[config.mk]
export PLATFORM = sky130hd
export DESIGN_NAME = oag_top
export DESIGN_NICKNAME = d
export VERILOG_FILES = /design/src/include/oag_pkg.sv /design/src/include/oag_ea_if.sv /design/src/hdl/oag_ea_adder.sv /design/src/hdl/oag_top.sv
export VERILOG_INCLUDE_DIRS = /design/src /design/src/include
export SDC_FILE = /design/constraint.sdc
export NUM_CORES = 1
export LEC_CHECK = 0
export ABC_AREA = 1
export BUFFER_PORTS_ARGS = -buffer_cell sky130_fd_sc_hd__buf_4
export CELL_PAD_IN_SITES_DETAIL_PLACEMENT = 1
export CELL_PAD_IN_SITES_GLOBAL_PLACEMENT = 1
export CORE_AREA = 2 2 160 202
export CTS_CLUSTER_SIZE = 30
export DETAILED_ROUTE_END_ITERATION = 10
export DIE_AREA = 0 0 162 204
export GPL_TIMING_DRIVEN = 0
export MAX_ROUTING_LAYER = met4
export PLACE_DENSITY = 0.76
export REMOVE_ABC_BUFFERS = 1
export SLEW_MARGIN = 20
export SYNTH_ARGS = -nofsm -noshare
export SYNTH_HDL_FRONTEND = slang
export SYNTH_SLANG_ARGS = --single-unit
[constraint.sdc]
create_clock -name CLK_IN -period 10.9 [get_ports CLK_IN]
set_input_delay 2.18 -clock CLK_IN [delete_from_list [all_inputs] [get_ports CLK_IN]]
set_output_delay 2.18 -clock CLK_IN [all_outputs]
set_load 0.05 [all_outputs]
[src/include/oag_defs.svh]
// Constants for the operand address generator: opcodes, lengths, banks.
// Assumes inclusion by bare name from the package and design modules.
`ifndef OAG_DEFS_SVH
`define OAG_DEFS_SVH

// Number of addressing modes of the core
`define OAG_MODE_COUNT 28
// Opcodes, implied mode
`define OAG_OP_CLC 8'h18
`define OAG_OP_TXA 8'h8A
// Opcodes, immediate mode
`define OAG_OP_ADC_IMM 8'h69
`define OAG_OP_LDX_IMM 8'hA2
// Opcodes, accumulator mode
`define OAG_OP_ROL_ACC 8'h2A
// Opcodes, direct modes
`define OAG_OP_ADC_DIR 8'h65
`define OAG_OP_LDX_DIR 8'hA6
`define OAG_OP_CLB_DBIT 8'h14
`define OAG_OP_ADC_DIRX 8'h75
`define OAG_OP_LDY_DIRX 8'hB4
`define OAG_OP_LDX_DIRY 8'hB6
// Fill value for the upper byte of an 8-bit index destination
`define OAG_IDX_UPPER_FILL 8'h00
// Bank holding the direct page
`define OAG_BANK0 8'h00
// Instruction lengths in bytes
`define OAG_LEN_ONE 3'h1
`define OAG_LEN_TWO 3'h2
`define OAG_LEN_THREE 3'h3
`define OAG_LEN_FOUR 3'h4

`endif

[src/include/oag_pkg.sv]
// Types shared by the operand address generator modules.
// Assumes oag_defs.svh is on the include path.
`include "oag_defs.svh"

package oag_pkg;

   // All addressing modes of the core
   typedef enum logic [4:0] {
      MODE_IMPLIED, MODE_IMMEDIATE, MODE_ACCUMULATOR, MODE_DIRECT, MODE_DIRECT_BIT,
      MODE_DIRECT_X, MODE_DIRECT_Y, MODE_DIRECT_IND, MODE_DIRECT_X_IND, MODE_DIRECT_IND_Y,
      MODE_DIRECT_IND_LONG, MODE_DIRECT_IND_LONG_Y, MODE_ABSOLUTE, MODE_ABSOLUTE_BIT,
      MODE_ABSOLUTE_X, MODE_ABSOLUTE_Y, MODE_ABSOLUTE_LONG, MODE_ABSOLUTE_LONG_X,
      MODE_ABSOLUTE_IND, MODE_ABSOLUTE_IND_LONG, MODE_ABSOLUTE_X_IND, MODE_STACK,
      MODE_RELATIVE, MODE_DIRECT_BIT_REL, MODE_ABSOLUTE_BIT_REL, MODE_STACK_REL,
      MODE_STACK_REL_IND_Y, MODE_BLOCK_TRANSFER
   } oag_mode_t;

   // Internal register selector for implied transfers
   typedef enum logic [1:0] {REG_NONE, REG_ACC, REG_X, REG_Y} oag_reg_t;

   // Sequencer states
   typedef enum logic [1:0] {ST_IDLE, ST_FETCH, ST_EA, ST_DONE} oag_state_t;

   // Result of decoding one opcode
   typedef struct packed {
      oag_mode_t mode;
      logic known;
      logic idx_len;
      oag_reg_t src;
      oag_reg_t dst;
   } oag_decode_t;

endpackage : oag_pkg

[src/include/oag_ea_if.sv]
// Request and result path between the sequencer and the address adder.
// Assumes both ends run on the same clock.
`timescale 1ns/1ns

interface oag_ea_if;
   logic req;
   logic [7:0] offset;
   logic [15:0] dpr;
   logic [15:0] index;
   logic use_index;
   logic valid;
   logic [23:0] ea;

   modport seq (output req, output offset, output dpr, output index, output use_index,
                input valid, input ea);
   modport adder (input req, input offset, input dpr, input index, input use_index,
                  output valid, output ea);
endinterface : oag_ea_if

[src/hdl/oag_ea_adder.sv]
// Registered adder forming bank-0 direct addresses with bank carry.
// Assumes one request at a time; result valid one cycle after request.
`timescale 1ns/1ns

module oag_ea_adder (
   input wire logic clk_in,
   input wire logic nrst_in,
   oag_ea_if.adder ea_if
);
   import oag_pkg::*;

   logic valid_reg, valid_next;
   logic [23:0] ea_reg, ea_next;

   // Three-term sum; carries above bit 15 become the bank number
   function automatic logic [23:0] direct_sum(input logic [7:0] ofs, input logic [15:0] dp,
                                              input logic [15:0] idx, input logic use_idx);
      logic [17:0] sum;
      sum = {10'h000, ofs} + {2'h0, dp} + (use_idx ? {2'h0, idx} : 18'h00000);
      return {6'h00, sum};
   endfunction : direct_sum

   ////////////////////////////////////////////////////////////////////////////
   // Next result
   always_comb begin
      valid_next = ea_if.req;
      ea_next = ea_reg;
      if (ea_if.req) begin
         ea_next = direct_sum(ea_if.offset, ea_if.dpr, ea_if.index, ea_if.use_index);
      end
   end

   // Result registers
   always_ff @(posedge clk_in) begin
      if (!nrst_in) begin
         valid_reg <= 1'b0;
         ea_reg <= 24'h000000;
      end else begin
         valid_reg <= valid_next;
         ea_reg <= ea_next;
      end
   end

   assign ea_if.valid = valid_reg;
   assign ea_if.ea = ea_reg;

endmodule : oag_ea_adder

[src/hdl/oag_top.sv]
// Operand address generator: fetches one instruction and resolves its operand.
// Assumes a byte-wide program memory answering each read with one valid pulse.
//
// Summary of operation
// - Mode type covers all 28 addressing modes
// - Implied opcodes select a register, no operands
// - Register transfer uses destination data length
// - 8-bit index destination gets zero upper byte
// - Immediate operand taken from instruction bytes
// - Instruction fetch carries across bank boundary
// - Accumulator mode operates on accumulator contents
// - Direct address is byte plus DPR, bank carry
// - Bit mask from byte three, plus byte four when the M flag is clear
// - Direct X address adds byte, DPR, X
// - Direct Y address adds byte, DPR, Y
// - Indexed sum overflow moves into bank 1/2
`timescale 1ns/1ns
`include "oag_defs.svh"

module oag_top #(
   parameter logic [7:0] SEB_DBIT_OPC = 8'h04,
   parameter logic [7:0] STX_DIRY_OPC = 8'h96
) (
   input wire logic CLK_IN,
   input wire logic NRST_IN,
   input wire logic START_IN,
   input wire logic [23:0] PC_IN,
   input wire logic [15:0] DPR_IN,
   input wire logic [15:0] IDX_X_IN,
   input wire logic [15:0] IDX_Y_IN,
   input wire logic [15:0] ACC_IN,
   input wire logic M_FLAG_IN,
   input wire logic X_FLAG_IN,
   output logic MEM_RD_OUT,
   output logic [23:0] MEM_ADDR_OUT,
   input wire logic [7:0] MEM_RDATA_IN,
   input wire logic MEM_RVALID_IN,
   output logic BUSY_OUT,
   output logic DONE_OUT,
   output oag_pkg::oag_mode_t MODE_OUT,
   output logic UNKNOWN_OUT,
   output logic [7:0] OPCODE_OUT,
   output logic [23:0] EA_OUT,
   output logic EA_VALID_OUT,
   output logic [15:0] OPERAND_OUT,
   output logic [15:0] MASK_OUT,
   output logic LEN16_OUT,
   output oag_pkg::oag_reg_t DEST_REG_OUT,
   output logic [23:0] NEXT_PC_OUT
);
   import oag_pkg::*;

   oag_ea_if ea_if ();

   oag_state_t state_reg, state_next;
   logic [23:0] addr_reg, addr_next;
   logic [2:0] cnt_reg, cnt_next;
   logic [2:0] len_reg, len_next;
   logic [7:0] b0_reg, b0_next, b1_reg, b1_next, b2_reg, b2_next, b3_reg, b3_next;
   logic [15:0] dpr_reg, dpr_next, x_reg, x_next, y_reg, y_next, acc_reg, acc_next;
   logic m_reg, m_next, xf_reg, xf_next;
   oag_mode_t mode_reg, mode_next;
   logic unknown_reg, unknown_next;
   logic [23:0] ea_reg, ea_next;
   logic ea_valid_reg, ea_valid_next;
   logic [15:0] operand_reg, operand_next, mask_reg, mask_next;
   logic len16_reg, len16_next;
   oag_reg_t dest_reg, dest_next;
   oag_decode_t dec_cur, dec_new;
   logic [2:0] len_new;
   logic last_byte;
   logic len16_cur;

   ////////////////////////////////////////////////////////////////////////////
   // Opcode decoder; unlisted opcodes are reported as unknown
   function automatic oag_decode_t decode(input logic [7:0] opc);
      oag_decode_t d;
      d = '{mode: MODE_IMPLIED, known: 1'b1, idx_len: 1'b0, src: REG_NONE, dst: REG_NONE};
      if (opc == `OAG_OP_CLC) begin
         d.dst = REG_NONE;
      end else if (opc == `OAG_OP_TXA) begin
         d.src = REG_X;
         d.dst = REG_ACC;
      end else if (opc == `OAG_OP_ADC_IMM) begin
         d.mode = MODE_IMMEDIATE;
      end else if (opc == `OAG_OP_LDX_IMM) begin
         d.mode = MODE_IMMEDIATE;
         d.idx_len = 1'b1;
         d.dst = REG_X;
      end else if (opc == `OAG_OP_ROL_ACC) begin
         d.mode = MODE_ACCUMULATOR;
         d.src = REG_ACC;
         d.dst = REG_ACC;
      end else if (opc == `OAG_OP_ADC_DIR) begin
         d.mode = MODE_DIRECT;
      end else if (opc == `OAG_OP_LDX_DIR) begin
         d.mode = MODE_DIRECT;
         d.idx_len = 1'b1;
         d.dst = REG_X;
      end else if (opc == `OAG_OP_CLB_DBIT || opc == SEB_DBIT_OPC) begin
         d.mode = MODE_DIRECT_BIT;
      end else if (opc == `OAG_OP_ADC_DIRX) begin
         d.mode = MODE_DIRECT_X;
      end else if (opc == `OAG_OP_LDY_DIRX) begin
         d.mode = MODE_DIRECT_X;
         d.idx_len = 1'b1;
         d.dst = REG_Y;
      end else if (opc == `OAG_OP_LDX_DIRY) begin
         d.mode = MODE_DIRECT_Y;
         d.idx_len = 1'b1;
         d.dst = REG_X;
      end else if (opc == STX_DIRY_OPC) begin
         d.mode = MODE_DIRECT_Y;
         d.idx_len = 1'b1;
         d.src = REG_X;
      end else begin
         d.known = 1'b0;
      end
      return d;
   endfunction : decode

   // Instruction length in bytes from mode and governing flags
   function automatic logic [2:0] instr_len(input oag_decode_t d, input logic m,
                                            input logic xf);
      logic flag;
      flag = d.idx_len ? xf : m;
      case (d.mode)
         MODE_IMMEDIATE: instr_len = flag ? `OAG_LEN_TWO : `OAG_LEN_THREE;
         MODE_DIRECT, MODE_DIRECT_X, MODE_DIRECT_Y: instr_len = `OAG_LEN_TWO;
         MODE_DIRECT_BIT: instr_len = m ? `OAG_LEN_THREE : `OAG_LEN_FOUR;
         default: instr_len = `OAG_LEN_ONE;
      endcase
   endfunction : instr_len

   // Register value by selector
   function automatic logic [15:0] reg_value(input oag_reg_t sel, input logic [15:0] a,
                                             input logic [15:0] x, input logic [15:0] y);
      case (sel)
         REG_ACC: reg_value = a;
         REG_X: reg_value = x;
         REG_Y: reg_value = y;
         default: reg_value = 16'h0000;
      endcase
   endfunction : reg_value

   ////////////////////////////////////////////////////////////////////////////
   // Decode of the held opcode and of the byte arriving now
   assign dec_cur = decode(b0_reg);
   assign dec_new = decode(MEM_RDATA_IN);
   assign len_new = instr_len(dec_new, m_reg, xf_reg);
   assign last_byte = (cnt_reg == 3'h0) ? (len_new == `OAG_LEN_ONE) :
                      (cnt_reg + 3'h1 == len_reg);
   assign len16_cur = dec_cur.idx_len ? !xf_reg : !m_reg;

   // Adder request, issued when the last byte of a direct-type instruction lands
   assign ea_if.req = (state_reg == ST_FETCH) && MEM_RVALID_IN && last_byte &&
                      (cnt_reg != 3'h0) && (dec_cur.mode != MODE_IMMEDIATE);
   assign ea_if.offset = (cnt_reg == 3'h1) ? MEM_RDATA_IN : b1_reg;
   assign ea_if.dpr = dpr_reg;
   assign ea_if.index = (dec_cur.mode == MODE_DIRECT_Y) ? y_reg : x_reg;
   assign ea_if.use_index = (dec_cur.mode == MODE_DIRECT_X) ||
                            (dec_cur.mode == MODE_DIRECT_Y);

   oag_ea_adder u_adder (
      .clk_in(CLK_IN),
      .nrst_in(NRST_IN),
      .ea_if(ea_if)
   );

   ////////////////////////////////////////////////////////////////////////////
   // Sequencer and operand formation
   always_comb begin
      logic [15:0] src_val;
      logic [15:0] xfer;
      src_val = 16'h0000;
      xfer = 16'h0000;
      state_next = state_reg;
      addr_next = addr_reg;
      cnt_next = cnt_reg;
      len_next = len_reg;
      b0_next = b0_reg;
      b1_next = b1_reg;
      b2_next = b2_reg;
      b3_next = b3_reg;
      dpr_next = dpr_reg;
      x_next = x_reg;
      y_next = y_reg;
      acc_next = acc_reg;
      m_next = m_reg;
      xf_next = xf_reg;
      mode_next = mode_reg;
      unknown_next = unknown_reg;
      ea_next = ea_reg;
      ea_valid_next = ea_valid_reg;
      operand_next = operand_reg;
      mask_next = mask_reg;
      len16_next = len16_reg;
      dest_next = dest_reg;
      case (state_reg)
         ST_IDLE: begin
            if (START_IN) begin
               state_next = ST_FETCH;
               addr_next = PC_IN;
               cnt_next = 3'h0;
               dpr_next = DPR_IN;
               x_next = IDX_X_IN;
               y_next = IDX_Y_IN;
               acc_next = ACC_IN;
               m_next = M_FLAG_IN;
               xf_next = X_FLAG_IN;
            end
         end
         ST_FETCH: begin
            if (MEM_RVALID_IN) begin
               addr_next = addr_reg + 24'h000001;
               cnt_next = cnt_reg + 3'h1;
               case (cnt_reg)
                  3'h0: begin
                     b0_next = MEM_RDATA_IN;
                     len_next = len_new;
                  end
                  3'h1: b1_next = MEM_RDATA_IN;
                  3'h2: b2_next = MEM_RDATA_IN;
                  default: b3_next = MEM_RDATA_IN;
               endcase
               if (last_byte) state_next = ea_if.req ? ST_EA : ST_DONE;
            end
         end
         ST_EA: if (ea_if.valid) state_next = ST_DONE;
         default: state_next = ST_IDLE;
      endcase
      // Results are formed as the instruction completes
      if (state_next == ST_DONE && state_reg != ST_DONE) begin
         mode_next = dec_cur.mode;
         unknown_next = !dec_cur.known;
         dest_next = dec_cur.dst;
         len16_next = len16_cur;
         ea_valid_next = 1'b0;
         mask_next = 16'h0000;
         operand_next = 16'h0000;
         if (cnt_reg == 3'h0) begin
            mode_next = dec_new.mode;
            unknown_next = !dec_new.known;
            dest_next = dec_new.dst;
            len16_next = dec_new.idx_len ? !xf_reg : !m_reg;
            src_val = reg_value(dec_new.src, acc_reg, x_reg, y_reg);
            if (dec_new.dst == REG_ACC) begin
               xfer = m_reg ? {acc_reg[15:8], src_val[7:0]} : src_val;
            end else if (dec_new.dst != REG_NONE) begin
               xfer = xf_reg ? {`OAG_IDX_UPPER_FILL, src_val[7:0]} : src_val;
            end
            operand_next = xfer;
         end else if (dec_cur.mode == MODE_IMMEDIATE) begin
            operand_next = len16_cur ? {MEM_RDATA_IN, b1_reg} : {8'h00, MEM_RDATA_IN};
         end
      end
      if (state_reg == ST_EA && ea_if.valid) begin
         ea_next = ea_if.ea;
         ea_valid_next = 1'b1;
         mask_next = (dec_cur.mode == MODE_DIRECT_BIT) ?
                     (m_reg ? {8'h00, b2_reg} : {b3_reg, b2_reg}) : 16'h0000;
      end
   end

   // Sequencer registers
   always_ff @(posedge CLK_IN) begin
      if (!NRST_IN) begin
         state_reg <= ST_IDLE;
         addr_reg <= 24'h000000;
         cnt_reg <= 3'h0;
         len_reg <= `OAG_LEN_ONE;
         b0_reg <= 8'h00;
         b1_reg <= 8'h00;
         b2_reg <= 8'h00;
         b3_reg <= 8'h00;
         dpr_reg <= 16'h0000;
         x_reg <= 16'h0000;
         y_reg <= 16'h0000;
         acc_reg <= 16'h0000;
         m_reg <= 1'b1;
         xf_reg <= 1'b1;
         mode_reg <= MODE_IMPLIED;
         unknown_reg <= 1'b0;
         ea_reg <= 24'h000000;
         ea_valid_reg <= 1'b0;
         operand_reg <= 16'h0000;
         mask_reg <= 16'h0000;
         len16_reg <= 1'b0;
         dest_reg <= REG_NONE;
      end else begin
         state_reg <= state_next;
         addr_reg <= addr_next;
         cnt_reg <= cnt_next;
         len_reg <= len_next;
         b0_reg <= b0_next;
         b1_reg <= b1_next;
         b2_reg <= b2_next;
         b3_reg <= b3_next;
         dpr_reg <= dpr_next;
         x_reg <= x_next;
         y_reg <= y_next;
         acc_reg <= acc_next;
         m_reg <= m_next;
         xf_reg <= xf_next;
         mode_reg <= mode_next;
         unknown_reg <= unknown_next;
         ea_reg <= ea_next;
         ea_valid_reg <= ea_valid_next;
         operand_reg <= operand_next;
         mask_reg <= mask_next;
         len16_reg <= len16_next;
         dest_reg <= dest_next;
      end
   end

   ////////////////////////////////////////////////////////////////////////////
   // Outputs
   assign MEM_RD_OUT = (state_reg == ST_FETCH);
   assign MEM_ADDR_OUT = addr_reg;
   assign BUSY_OUT = (state_reg != ST_IDLE);
   assign DONE_OUT = (state_reg == ST_DONE);
   assign MODE_OUT = mode_reg;
   assign UNKNOWN_OUT = unknown_reg;
   assign OPCODE_OUT = b0_reg;
   assign EA_OUT = ea_reg;
   assign EA_VALID_OUT = ea_valid_reg;
   assign OPERAND_OUT = operand_reg;
   assign MASK_OUT = mask_reg;
   assign LEN16_OUT = len16_reg;
   assign DEST_REG_OUT = dest_reg;
   assign NEXT_PC_OUT = addr_reg;

endmodule : oag_top

## After elaboration in Yosys (flattened, before gate mapping)

Cells that the tools add are included.

| storage, ports and cells | value |
|---|---|
| output and inout port bits | 125 |
| bits of input ports | 102 |
| RAM bits | 0 |
| bits in read-only memories | 0 |
| memories | 0 |
| bits in latches | 0 |
| word-level logic and storage cells | 241 |
| register bits | 209 |

| cells by class | value |
|---|---|
| shift operators | 0 |
| add/sub/neg operators | 4 |
| equality and inequality tests | 51 |
| muxes and demuxes | 133 |
| div/mod/pow operators | 0 |
| multiply operators | 0 |
| bitwise logic cells | 1 |
| reduce and logical (&&, ||, !) cells | 28 |
| magnitude comparators | 0 |

Operator list:

| kind | count |
|---|---|
| 16-bit 2-to-1 mux | 13 |
| 6-bit 2-to-1 mux | 25 |
| 8-bit equality test, second input constant | 12 |
| 3-bit 2-to-1 mux | 25 |
| 2-bit 2-to-1 mux | 25 |
| 8-bit by 7-bit equality test with 1-bit output, second input constant | 6 |
| 24-bit 2-to-1 mux | 2 |
| 16-bit case mux with 3 select lines | 1 |
| 24-bit case mux with 2 select lines | 1 |
| 8-bit by 5-bit equality test with 1-bit output, second input constant | 4 |
| 5-bit by 3-bit equality test with 1-bit output, second input constant | 6 |
| 1-bit 2-to-1 mux | 28 |
| 24-bit by 1-bit adder with 24-bit output, second input constant | 1 |
| 18-bit adder | 1 |
| 9-bit 2-to-1 mux | 2 |
| 8-bit by 16-bit adder with 17-bit output | 1 |
| 8-bit by 3-bit equality test with 1-bit output, second input constant | 2 |
| 8-bit by 6-bit equality test with 1-bit output, second input constant | 2 |
| 4-bit 2-to-1 mux | 4 |
| 5-bit 2-to-1 mux | 3 |
| 3-bit AND reduction | 4 |
| 2-bit equality test, second input constant | 5 |
| 5-bit by 1-bit equality test with 1-bit output, second input constant | 2 |
| 3-bit case mux with 3 select lines | 1 |
| other kinds (22) | 41 |

## Longest topological paths before layout

Gate-level depths: netlist of run 1.

| depth | value |
|---|---|
| depth in word-level cells | 35 |
| gate-level depth with buffers | 27 |
| depth with buffers taken out | 26 |

## Cells and area by module

Synthesis of run 1 repeated with hierarchy kept, for this count alone.

| second synthesis, totals | value |
|---|---|
| cells, all modules | 1804 |
| area, all modules | 11745.0 sq um |

Modules (own cells, without submodules):

| module | cells an instance | instances | area an instance (sq um) | sequential area each (sq um) |
|---|---|---|---|---|
| oag_top | 1465 | 1 | 9636.7 | 3883.7 |
| oag_ea_adder | 339 | 1 | 2108.3 | 380.4 |

## Worst setup path after synthesis of run 1

Ideal clock, no wire load.

| path | value |
|---|---|
| path kind | input-to-reg |
| start | input port MEM_RDATA_IN[0] |
| end | register u_adder.ea_reg[17] (netlist: u_adder.ea_if.ea[17]) |
| path slack | 5.763 ns |
| buffers on the path | 0 |
| arrival | 5.024 ns |
| library setup time | 0.113 ns |
| data required time | 10.787 ns |
| cell stages on the path | 21 |
| path through | inv_2 o21ai_0 ha_1 inv_1 fa_1 o21ai_0 nand2_1 nand2_1 nand3_1 nor2_1 nand3_1 xor2_1 ha_1 a21oi_1 o21ai_0 a21oi_1 nand2_1 nand2_1 nand2_1 nand3_1 nand2_1 |

| between the ends | value |
|---|---|
| elaborated cells between the ends (all ways) | 58 |
| those cells by class | add/sub: 2; eq/ne: 19; mux: 32; reduce/logical: 5 |

RTL lines:

| what | line | text |
|---|---|---|
| from (decl) | oag_top.sv:36 | `input wire logic [7:0] MEM_RDATA_IN,` |
| 8-bit 2-to-1 mux | -- |  |
| via ea_if.offset[0] | oag_ea_if.sv:7 | `logic [7:0] offset;` |
| 8-bit by 16-bit adder with 17-bit output | oag_ea_adder.sv:19 | `sum = {10'h000, ofs} + {2'h0, dp} + (use_idx ? {2'h0, idx} : 18'h00000);` |
| 18-bit adder | oag_ea_adder.sv:19 |  |
| to (signal assigned) | oag_ea_adder.sv:40 | `ea_reg <= ea_next;` |
| to (decl) | oag_ea_adder.sv:13 | `logic [23:0] ea_reg, ea_next;` |

The timed path passes the listed nets, and every way through them passes these cells. The select of a mux whose other input is x is not followed.
A chain may end at the register's enable or synchronous reset.

## Worst setup path in the final report of run 1

Ends and elaborated chain as after synthesis.

==> impl_metrics.env, run 1 <==
export IMPL_endpoint="u_adder.ea_if.ea[17]$_SDFFE_PN0P_"
export IMPL_synth_flop_cell="dfxtp_1"
export IMPL_critPathKind="in2reg"
export IMPL_syn_to_final_growth_pct=21.6
export IMPL_tightest_slew_ns=1.10
export IMPL_postCtsSetupBuffers=0
export IMPL_io_pins=227
export IMPL_fp_dieW_um=162
export IMPL_yosysWarnings=0
export IMPL_ir_drop_mv=0.0915
export IMPL_clk_pin_slew_ns=0.06
export IMPL_finalSetupTns_ns=0
export IMPL_layout_drive_gt1_share_pct=17.0
export IMPL_synthCells=1692
export IMPL_synth_cell_types=45
export IMPL_port_buffers=218
export IMPL_grt_busiest_layer="met2"
export IMPL_grtUsageMet3_pct=2.31
export IMPL_setup_ws_ns=5.30
export IMPL_vias_per_cell=5.02
export IMPL_yosys_area_top_type="dfxtp_1"
export IMPL_start_kind="input pin"
export IMPL_use_met1_pct=27.7
export IMPL_start_util_pct=36.4
export IMPL_synth_seq_area_share_pct=36.4
export IMPL_fin_crit_sh_pct=51.4
export IMPL_h_tree_depth=1
export IMPL_synthArstFlopShare_pct=0
export IMPL_yosys_top_cells_area="dfxtp_1, nand2_1, nor2_1, o21ai_0, a21oi_1"
export IMPL_crit_path_max_fanout=6
export IMPL_synth_edf_count=0
export IMPL_ys_ff_latch=207
export IMPL_grt_pass1_vias=11335
export IMPL_antenna_cells=0
export IMPL_drc=0
export IMPL_cts_sinks=207
export IMPL_largest_reg_flops=24
export IMPL_period_needed_ns=5.60
export IMPL_gp_congestion=0.869
export IMPL_hpwlAfterDp_um=27200
export IMPL_cts_buffer_depth=3
export IMPL_reg2reg_from="cnt_reg[0]$_SDFFE_PN0P_"
export IMPL_core_area_mm2=0.0312
export IMPL_hold_viol=0
export IMPL_report_power_total_mw=2.44
export IMPL_detail_route_wl_per_cell_um=16.4
export IMPL_worstSetupEndpointType="register"
export IMPL_cts_tree="yes"
export IMPL_cts_root_buf="clkbuf_16"
export IMPL_startpoint="MEM_RDATA_IN[0]"
export IMPL_vias=11387
export IMPL_grt_usage_pct=22.6
export IMPL_first_pass_iters=5
export IMPL_slew_headroom_pct=26.5
export IMPL_drv_slew=0
export IMPL_insertion_delay_ns=0.53
export IMPL_grtUsageMet2_pct=39.7
export IMPL_antenna_found_initial=0
export IMPL_timing_reg2reg_setup_slack_ns=6.07
export IMPL_syn_cell_area_mm2=0.0114
export IMPL_power_density_mw_per_mm2=176
export IMPL_reg2reg_depth=22
export IMPL_die_area_mm2=0.0330
export IMPL_min_path_type="reg2reg"
export IMPL_gr_total_overflow=0
export IMPL_arrival_ns=6.01
export IMPL_rsz0062_at_grt="false"
export IMPL_setup_viol=0
export IMPL_cts_resized=0
export IMPL_nets=1970
export IMPL_die_y_um=204
export IMPL_grt_max_degree=137
export IMPL_synth_top_area_share_pct=36.4
export IMPL_drtIter0Drc=485
export IMPL_cellLeakagePower_nw=6.29
export IMPL_final_util_pct=44.3
export IMPL_grt_pass1_wl_um=58900
export IMPL_dp_slack_ns=4.77
export IMPL_fmax_ghz=0.178
export IMPL_num_rows=73
export IMPL_required_ns=11.31
export IMPL_postRouteAntennaNets=0
export IMPL_wirelength_um=37200
export IMPL_r2r_end="u_adder.ea_if.ea[17]$_SDFFE_PN0P_"
export IMPL_hold_buffers=0
export IMPL_skew_ns=0.0178
export IMPL_cts_inserted_buffers=24
export IMPL_maxCapViolations=0
export IMPL_status="finished, final reports clean"
export IMPL_syn_area_per_cell_um2=6.72
==> report_power, final <==
part / total (mW) / switching [mW] / leakage, nW / internal (mW)
logic: 0.703 / 0.490 / 4.22 / 0.214
registers: 0.907 / 0.0713 / 1.69 / 0.836
clock network: 0.825 / 0.335 / 0.375 / 0.490
total: 2.44 / 0.896 / 6.29 / 1.54
==> per-stage QoR <==
step           cell area [um2]  std cells  hold WS [ns]
3_5_place_dp             13000       2223         0.457
6_report                 13800       2267         0.463
3_3_place_gp             13000       2222         0.442
5_1_grt                  13800       2267         0.480
4_1_cts                  13800       2267         0.466
2_1_floorplan            10800       1592         0.429
==> metal layers <==
metal | part of all wire, % | wire length (um)
met5 | 0 | 0
met4 | 2.1 | 772
met3 | 3.8 | 1420
met2 | 49 | 18400
met1 | 45 | 16600
==> cell families after synthesis <==
family / synth area share [%]
xor+xnor: 2.77
fa+ha+maj: 3.54
flops: 36.4
compound gates: 17.1
buf+inv: 10.1
other cells: 0.0330
simple gates: 30.1
==> cells in the mapped netlist (15+ instances only) <==
library cell  count
nand2_1         382
nor2_1          225
dfxtp_1         207
o21ai_0         148
inv_1           141
a21oi_1         133
nand3_1         120
clkbuf_1         52
buf_4            35
ha_1             29
xor2_1           20
xnor2_1          16
nand2_2          15
==> worst max-delay path, cell delays in order <==
cell     delay, ns
buf_4         0.11
inv_2         0.09
o21ai_0       0.33
ha_1          0.25
inv_1         0.06
fa_1          0.41
o21ai_0       0.42
nand2_1       0.11
nand2_1       0.20
nand3_1       0.14
nor2_1        0.18
nand3_1       0.14
xor2_1        0.17
ha_1          0.38
a21oi_1       0.20
o21ai_0       0.10
a21oi_1       0.19
nand2_1       0.08
nand2_1       0.07
nand2_1       0.05
nand3_1       0.08
nand2_1       0.06
==> layout by cell type, fill, tap and decap left out, drive strengths merged, types with 4 or more instances in the layout <==
cell      synthesis  layout
nand2           399     399
nor2            232     232
buf              55     219
dfxtp           207     207
inv             150     150
o21ai           149     149
a21oi           143     143
nand3           124     124
clkbuf           52      35
ha               29      29
xor2             20      20
xnor2            16      16
nor3             15      15
nand4            14      14
a211oi           13      13
nand3b           12      12
o31ai             8       8
o211ai            8       8
conb              1       8
or2               7       7
o22ai             7       7
o21bai            6       6
a31oi             6       6
clkinvlp          0       5
clkinv            2       4
==> worst min-delay path by stage <==
stage	slack (ns)	depth (start not counted)	startpoint	endpoint
after floorplan	0.43	2	acc_reg[0]$_SDFFE_PN0P_	acc_reg[0]$_SDFFE_PN0P_
after global placement	0.44	2	acc_reg[0]$_SDFFE_PN0P_	acc_reg[0]$_SDFFE_PN0P_
after detailed placement	0.46	2	acc_reg[7]$_SDFFE_PN0P_	acc_reg[7]$_SDFFE_PN0P_
after CTS	0.47	2	MASK_OUT[1]$_SDFFE_PN0P_	MASK_OUT[1]$_SDFFE_PN0P_
after global routing	0.48	2	MASK_OUT[1]$_SDFFE_PN0P_	MASK_OUT[1]$_SDFFE_PN0P_
final	0.46	2	u_adder.ea_if.ea[7]$_SDFFE_PN0P_	EA_OUT[7]$_SDFFE_PN0P_
==> layout make-up <==
type | instances | area [um2]
Timing Repair Buffer | 219 | 1670
Clock buffer | 35 | 693
Sequential cell | 207 | 4140
Clock inverter | 9 | 111
Tap cell | 412 | 515
Fill cell | 4081 | 17400
Inverter | 152 | 573
Multi-Input combinational cell | 1233 | 6120
No activity file was read; power rests on OpenSTA's default activity.
==> run 2: changes to the inputs <==
- ABC_AREA: 1 -> 0
- CORE_AREA: 2 2 160 202 -> 2 2 158 199
- DIE_AREA: 0 0 162 204 -> 0 0 160 201
- PLACE_DENSITY: 0.76 -> 0.74
- clock period: 10.9 -> 5.9 ns (I/O delays scaled with it)
==> run 2 against run 1 <==
  * Non-clock buffer count increased by 12
  * Cell count fell by 14%
  * Count of clock-buffer cells in the layout down 6
  * Power rose by 63%
  * Critical path depth decreased by 4
  * Clock power up 76%
  * Combinational power up 35%
  * Register-to-register slack got worse by 5.3 ns
  * Utilization increased by 0.14 points
  * First-iteration DRC count rose by 19%
  * Critical path type unchanged
  * Largest cell class unchanged
  * Largest power group unchanged
==> impl_metrics.env, run 2 <==
export IMPL_timing_reg2reg_setup_slack_ns=0.82
export IMPL_syn_to_final_growth_pct=22.5
export IMPL_vias_per_cell=5.55
export IMPL_core_area_mm2=0.0304
export IMPL_rsz0062_at_grt="false"
export IMPL_worstSetupEndpointType="register"
export IMPL_first_pass_iters=7
export IMPL_synth_common_cells="nand2_1, dfxtp_1, a21oi_1"
export IMPL_synth_flop_cell="dfxtp_1"
export IMPL_fin_crit_sh_pct=86.7
export IMPL_maxCapViolations=0
export IMPL_final_common_cell="nand2_1"
export IMPL_cts_inserted_buffers=23
export IMPL_power_density_mw_per_mm2=294
export IMPL_synth_edf_count=0
export IMPL_start_kind="input pin"
export IMPL_antenna_found_initial=0
export IMPL_wirelength_um=37700
export IMPL_synth_seq_area_share_pct=37.6
export IMPL_layout_common_cells="nand2_1, buf_4, dfxtp_1, a21oi_1, nor2_1"
export IMPL_cts_sinks=207
export IMPL_cts_resized=0
export IMPL_ys_ff_latch=207
export IMPL_register_area_mm2=0.00414
export IMPL_status="finished, final reports clean"
export IMPL_hold_viol=0
export IMPL_min_path_type="reg2reg"
export IMPL_synthCells=1383
export IMPL_die_area_mm2=0.0322
export IMPL_top_layer_used="met4"
export IMPL_syn_area_per_cell_um2=7.98
export IMPL_startpoint="MEM_RDATA_IN[1]"
export IMPL_start_util_pct=36.2
export IMPL_yosys_top_cells_area="dfxtp_1, nand2_1, a21oi_1, nor2_1, ha_1"
export IMPL_arrival_ns=5.58
export IMPL_required_ns=6.36
export IMPL_fin_cells=1942
export IMPL_grt_pass1_vias=11157
export IMPL_clk_pin_slew_ns=0.06
export IMPL_grt_pass1_wl_um=60400
export IMPL_syn_cell_area_mm2=0.0110
export IMPL_postCtsSetupBuffers=0
export IMPL_port_buffers=218
export IMPL_final_fill_count=3728
export IMPL_critPathKind="in2reg"
export IMPL_gr_total_overflow=0
export IMPL_hold_buffers=0
export IMPL_postRouteAntennaNets=0
export IMPL_setup_viol=0
export IMPL_io_pins=227
export IMPL_fp_dieW_um=160
export IMPL_drv_slew=0
export IMPL_wl_met2_um=18200
export IMPL_multiInputGateArea_mm2=0.00624
export IMPL_insertion_delay_ns=0.53
export IMPL_place_inst=1901
export IMPL_drtIter0Drc=578
export IMPL_synth_top_area_share_pct=37.6
export IMPL_slew_headroom_pct=31.2
export IMPL_tightest_slew_ns=1.03
export IMPL_num_rows=72
export IMPL_vias=10770
export IMPL_reg2reg_depth=19
export IMPL_fin_hold_ws_ns=0.454
export IMPL_hpwlAfterDp_um=26900
export IMPL_antenna_cells=0
export IMPL_detail_route_wl_per_cell_um=19.4
export IMPL_period_needed_ns=5.12
export IMPL_nets=1652
export IMPL_cts_root_buf="clkbuf_16"
export IMPL_r2r_end="u_adder.ea_if.ea[14]$_SDFFE_PN0P_"
export IMPL_ir_drop_mv=0.237
export IMPL_reg2reg_from="cnt_reg[1]$_SDFFE_PN0P_"
export IMPL_gp_congestion=0.856
export IMPL_synthArstFlopShare_pct=0
export IMPL_fmax_ghz=0.195
export IMPL_layout_drive_gt1_share_pct=20.7
export IMPL_die_y_um=201
export IMPL_drc=0
export IMPL_h_tree_depth=1
export IMPL_largest_reg_flops=24
export IMPL_crit_path_max_fanout=16
export IMPL_yosysWarnings=0
export IMPL_cellLeakagePower_nw=5.33
export IMPL_wl_met3_um=2030
export IMPL_cts_buffer_depth=3
export IMPL_yosys_area_top_type="dfxtp_1"
export IMPL_cts_tree="yes"
export IMPL_skew_ns=0.0207
export IMPL_synth_most_common_cell="nand2_1"
export IMPL_grt_max_degree=115
export IMPL_synth_cell_types=84
export IMPL_grt_usage_pct=23.6
export IMPL_endpoint="u_adder.ea_if.ea[14]$_SDFFE_PN0P_"
export IMPL_m1WireLength_um=16200
==> run 2: changes by cell type after synthesis, moves of 15 or more <==
| cell | change |
|---|---|
| inv_1 | -119 |
| nand2_2 | -15 |
| nand3_1 | -93 |
| mux2i_1 | +19 |
| clkbuf_1 | +27 |
| a21oi_1 | +53 |
| a22o_1 | +31 |
| nand2_1 | -123 |
| nor2_1 | -121 |
| o21ai_0 | -110 |
| a22oi_1 | +16 |
==> run 2: area by class of cell <==
| class | instances | share of cell area (%) |
|---|---|---|
| multi-input cells | 1033 | 46.2 |
| flip-flops and latches | 207 | 30.7 |
| repair buffers | 231 | 13.2 |
| clock buffers | 29 | 4.57 |
| well taps | 407 | 3.77 |
| clock inverters | 12 | 0.953 |
| inverters | 23 | 0.694 |
==> run 2: worst min path at each step <==
stage                                     start                               end  depth (start not counted)
6_report       u_adder.ea_if.ea[4]$_SDFFE_PN0P_  u_adder.ea_if.ea[4]$_SDFFE_PN0P_                          2
5_1_grt        u_adder.ea_if.ea[8]$_SDFFE_PN0P_            EA_OUT[8]$_SDFFE_PN0P_                          2
4_1_cts        u_adder.ea_if.ea[9]$_SDFFE_PN0P_  u_adder.ea_if.ea[9]$_SDFFE_PN0P_                          2
3_5_place_dp   u_adder.ea_if.ea[6]$_SDFFE_PN0P_  u_adder.ea_if.ea[6]$_SDFFE_PN0P_                          2
3_3_place_gp   u_adder.ea_if.ea[0]$_SDFFE_PN0P_            EA_OUT[0]$_SDFFE_PN0P_                          2
2_1_floorplan  u_adder.ea_if.ea[8]$_SDFFE_PN0P_            EA_OUT[8]$_SDFFE_PN0P_                          2
==> run 2: cell families (layout without fill, tap and decap cells) <==
kind of cell	after synthesis	count (layout)	synth area share [%]
AND/OR/NAND/NOR	528	528	22.2
flip-flops	207	207	37.6
adder cells (fa/ha/maj)	31	31	3.65
other	1	8	0.0340
buffers and inverters	150	295	6.51
multiplexers	34	34	3.25
XOR/XNOR	30	30	2.38
AO/OA/AOI/OAI	402	402	24.4
==> run 2: critical path, cell delays in order <==
cell,delay [ns]
buf_4,0.19
inv_1,0.25
nor2_1,0.09
a21oi_1,0.38
inv_1,0.09
ha_1,0.28
a21o_1,0.16
a21oi_1,0.26
o21ai_0,0.20
a41oi_1,0.49
nand2b_1,0.18
xnor2_1,0.07
ha_1,0.41
o211ai_1,0.13
o31a_1,0.38
a21o_1,0.22
a2111oi_0,0.44
a311o_1,0.18
==> run 2: through the flow <==
stage	power, mW	area (um2)	TNS (ns)	util [%]	setup slack, ns
6_report	3.98	13500	0	44.4	0.782
5_1_grt	4.15	13500	0	44.4	0.399
4_1_cts	4.02	13500	0	44.4	0.806
3_5_place_dp	2.56	12800	0	41.9	0.332
3_3_place_gp	2.53	12600	-302.37	41.3	-6.46
2_1_floorplan	2.20	10400	-23.45	-	-1.22
==> run 2: layer usage <==
metal  vias to the layer above  track usage, %
met4                         0            8.24
met5                         -               -
met1                      5234            29.4
met2                       302            39.1
li1                       5162               -
met3                        72            3.20
==> run 2: report_power, final <==
group / internal (mW) / switching (mW)
clock: 0.833 / 0.614
combinational: 0.304 / 0.646
sequential: 1.49 / 0.0977
total: 2.62 / 1.36
==> run 3: changes to the inputs <==
- ABC_AREA: 0 -> 1
- CORE_AREA: 2 2 158 199 -> 2 2 156 196
- DIE_AREA: 0 0 160 201 -> 0 0 158 198
- PLACE_DENSITY: 0.74 -> 0.8
==> run 3 against run 2 <==
  * Cell count increased by 16%
  * Setup slack improved by 0.23 ns
  * Hold slack improved by 0.0087 ns
  * Register-to-register slack improved by 0.19 ns
  * Critical path type is now reg2reg
==> impl_metrics.env, run 3 (synthesis gave the netlist of run 1 again) <==
export IMPL_layout_common_cells="nand2_1, nor2_1, buf_4, dfxtp_1, o21ai_0"
export IMPL_port_buffers=218
export IMPL_hpwlAfterDp_um=27100
export IMPL_grt_max_degree=137
export IMPL_io_pins=227
export IMPL_critPathKind="reg2reg"
export IMPL_cts_sinks=207
export IMPL_tightest_slew_ns=1.07
export IMPL_clk_pin_slew_ns=0.07
export IMPL_antenna_cells=0
export IMPL_fin_cells=2256
export IMPL_antenna_found_initial=0
export IMPL_final_util_pct=46.8
export IMPL_wirelength_um=37000
export IMPL_rsz0062_at_grt="false"
export IMPL_grtUsageMet3_pct=2.36
export IMPL_first_pass_iters=5
export IMPL_layout_drive_gt1_share_pct=17.3
export IMPL_multiInputGateArea_mm2=0.00612
export IMPL_cts_buffer_depth=3
export IMPL_start_kind="register"
export IMPL_setup_viol=0
export IMPL_vias_per_cell=5.07
export IMPL_detail_route_wl_per_cell_um=16.4
export IMPL_final_fill_count=3882
export IMPL_worstSetupEndpointType="register"
export IMPL_postRouteAntennaNets=0
export IMPL_h_tree_depth=1
export IMPL_cts_root_buf="clkbuf_16"
export IMPL_drtIter0Drc=472
export IMPL_vias=11444
export IMPL_hold_buffers=0
export IMPL_required_ns=6.32
export IMPL_die_area_mm2=0.0313
export IMPL_drv_slew=0
export IMPL_use_met1_pct=28.9
export IMPL_cts_inserted_buffers=24
export IMPL_status="finished, final reports clean"
export IMPL_largest_reg_flops=24
export IMPL_register_area_mm2=0.00414
export IMPL_power_density_mw_per_mm2=334
export IMPL_grt_busiest_layer="met2"
export IMPL_fin_crit_sh_pct=82.9
export IMPL_report_power_total_mw=4.64
export IMPL_skew_ns=0.0254
export IMPL_gr_total_overflow=0
export IMPL_postCtsSetupBuffers=0
export IMPL_gp_congestion=0.869
export IMPL_start_util_pct=38.3
export IMPL_ir_drop_mv=0.188
export IMPL_insertion_delay_ns=0.54
export IMPL_period_needed_ns=4.89
export IMPL_slew_headroom_pct=28.4
export IMPL_hold_viol=0
export IMPL_core_area_mm2=0.0297
export IMPL_drc=0
export IMPL_grtUsageMet2_pct=42.4
export IMPL_syn_to_final_growth_pct=22.2
export IMPL_place_inst=2212
export IMPL_cellLeakagePower_nw=6.33
export IMPL_maxCapViolations=0
export IMPL_num_rows=71
export IMPL_die_y_um=198
export IMPL_grt_pass1_vias=11549
export IMPL_cts_resized=0
export IMPL_final_common_cell="nand2_1"
export IMPL_arrival_ns=5.31
export IMPL_fmax_ghz=0.204
export IMPL_fp_dieW_um=158
export IMPL_grt_pass1_wl_um=58900
export IMPL_crit_path_max_fanout=17
export IMPL_grt_usage_pct=24.0
export IMPL_nets=1970
export IMPL_cts_tree="yes"
export IMPL_min_path_type="reg2reg"
==> run 3: changes by cell type in the layout (fill, tap and decap cells not counted), sizes merged, moves of 31 or more <==
cell / previous run / this run
a21oi: 188 / 143
a22o: 32 / 1
inv: 24 / 150
nand2: 259 / 399
nand3: 27 / 124
nor2: 105 / 232
o21ai: 38 / 149
==> run 3: layout make-up <==
class / count / share of cell area (%)
inverters: 152 / 4.12
multi-input cells: 1233 / 44.1
clock inverters: 15 / 1.63
clock buffers: 29 / 4.75
well taps: 401 / 3.61
flip-flops and latches: 207 / 29.8
repair buffers: 219 / 12.0
==> run 3: path summary, 6_finish.rpt <==
kind	from	end	slack, ns	cells after the start
setup / recovery	cnt_reg[0]$_SDFFE_PN0P_	u_adder.ea_if.ea[17]$_SDFFE_PN0P_	1.01	22
hold reg to reg	MASK_OUT[1]$_SDFFE_PN0P_	MASK_OUT[1]$_SDFFE_PN0P_	0.46	2
hold / removal	MASK_OUT[1]$_SDFFE_PN0P_	MASK_OUT[1]$_SDFFE_PN0P_	0.46	2
setup reg to reg	cnt_reg[0]$_SDFFE_PN0P_	u_adder.ea_if.ea[17]$_SDFFE_PN0P_	1.01	22
==> run 3: worst max-delay path, stage by stage (launching register included) <==
cell and delay [ns]:
dfxtp_1 0.45, ha_1 0.20, nand2_1 0.34, o21ai_0 0.45
ha_1 0.24, inv_1 0.06, fa_1 0.41, o21ai_0 0.44
nand2_1 0.13, nand2_1 0.21, nand3_1 0.16, nor2_1 0.19
nand3_1 0.13, xor2_1 0.17, ha_1 0.39, a21oi_1 0.18
o21ai_0 0.10, a21oi_1 0.17, nand2_1 0.08, nand2_1 0.08
nand2_1 0.06, nand3_1 0.08, nand2_1 0.05
==> run 3: metrics by stage <==
stage                     TNS, ns  hold WS, ns  worst slack [ns]  cell area (um2)
final                           0        0.462              1.01            13900
after global routing            0        0.476             0.551            13900
after CTS                       0        0.462             0.950            13900
after detailed placement        0        0.450             0.708            13000
after global placement      -9.05        0.442            -0.451            13000
after floorplan                 0        0.429              1.67            10800
==> run 3: metal layers <==
layer	wire length, um	share of wire (%)
met5	0	0
met4	873	2.4
met3	1330	3.6
met1	16300	44
met2	18500	50
==> run 3: report_power, final <==
group          switching, mW  internal, mW  total, mW
registers              0.134          1.54       1.68
clock network          0.638          1.02       1.66
logic                  0.907         0.394       1.30
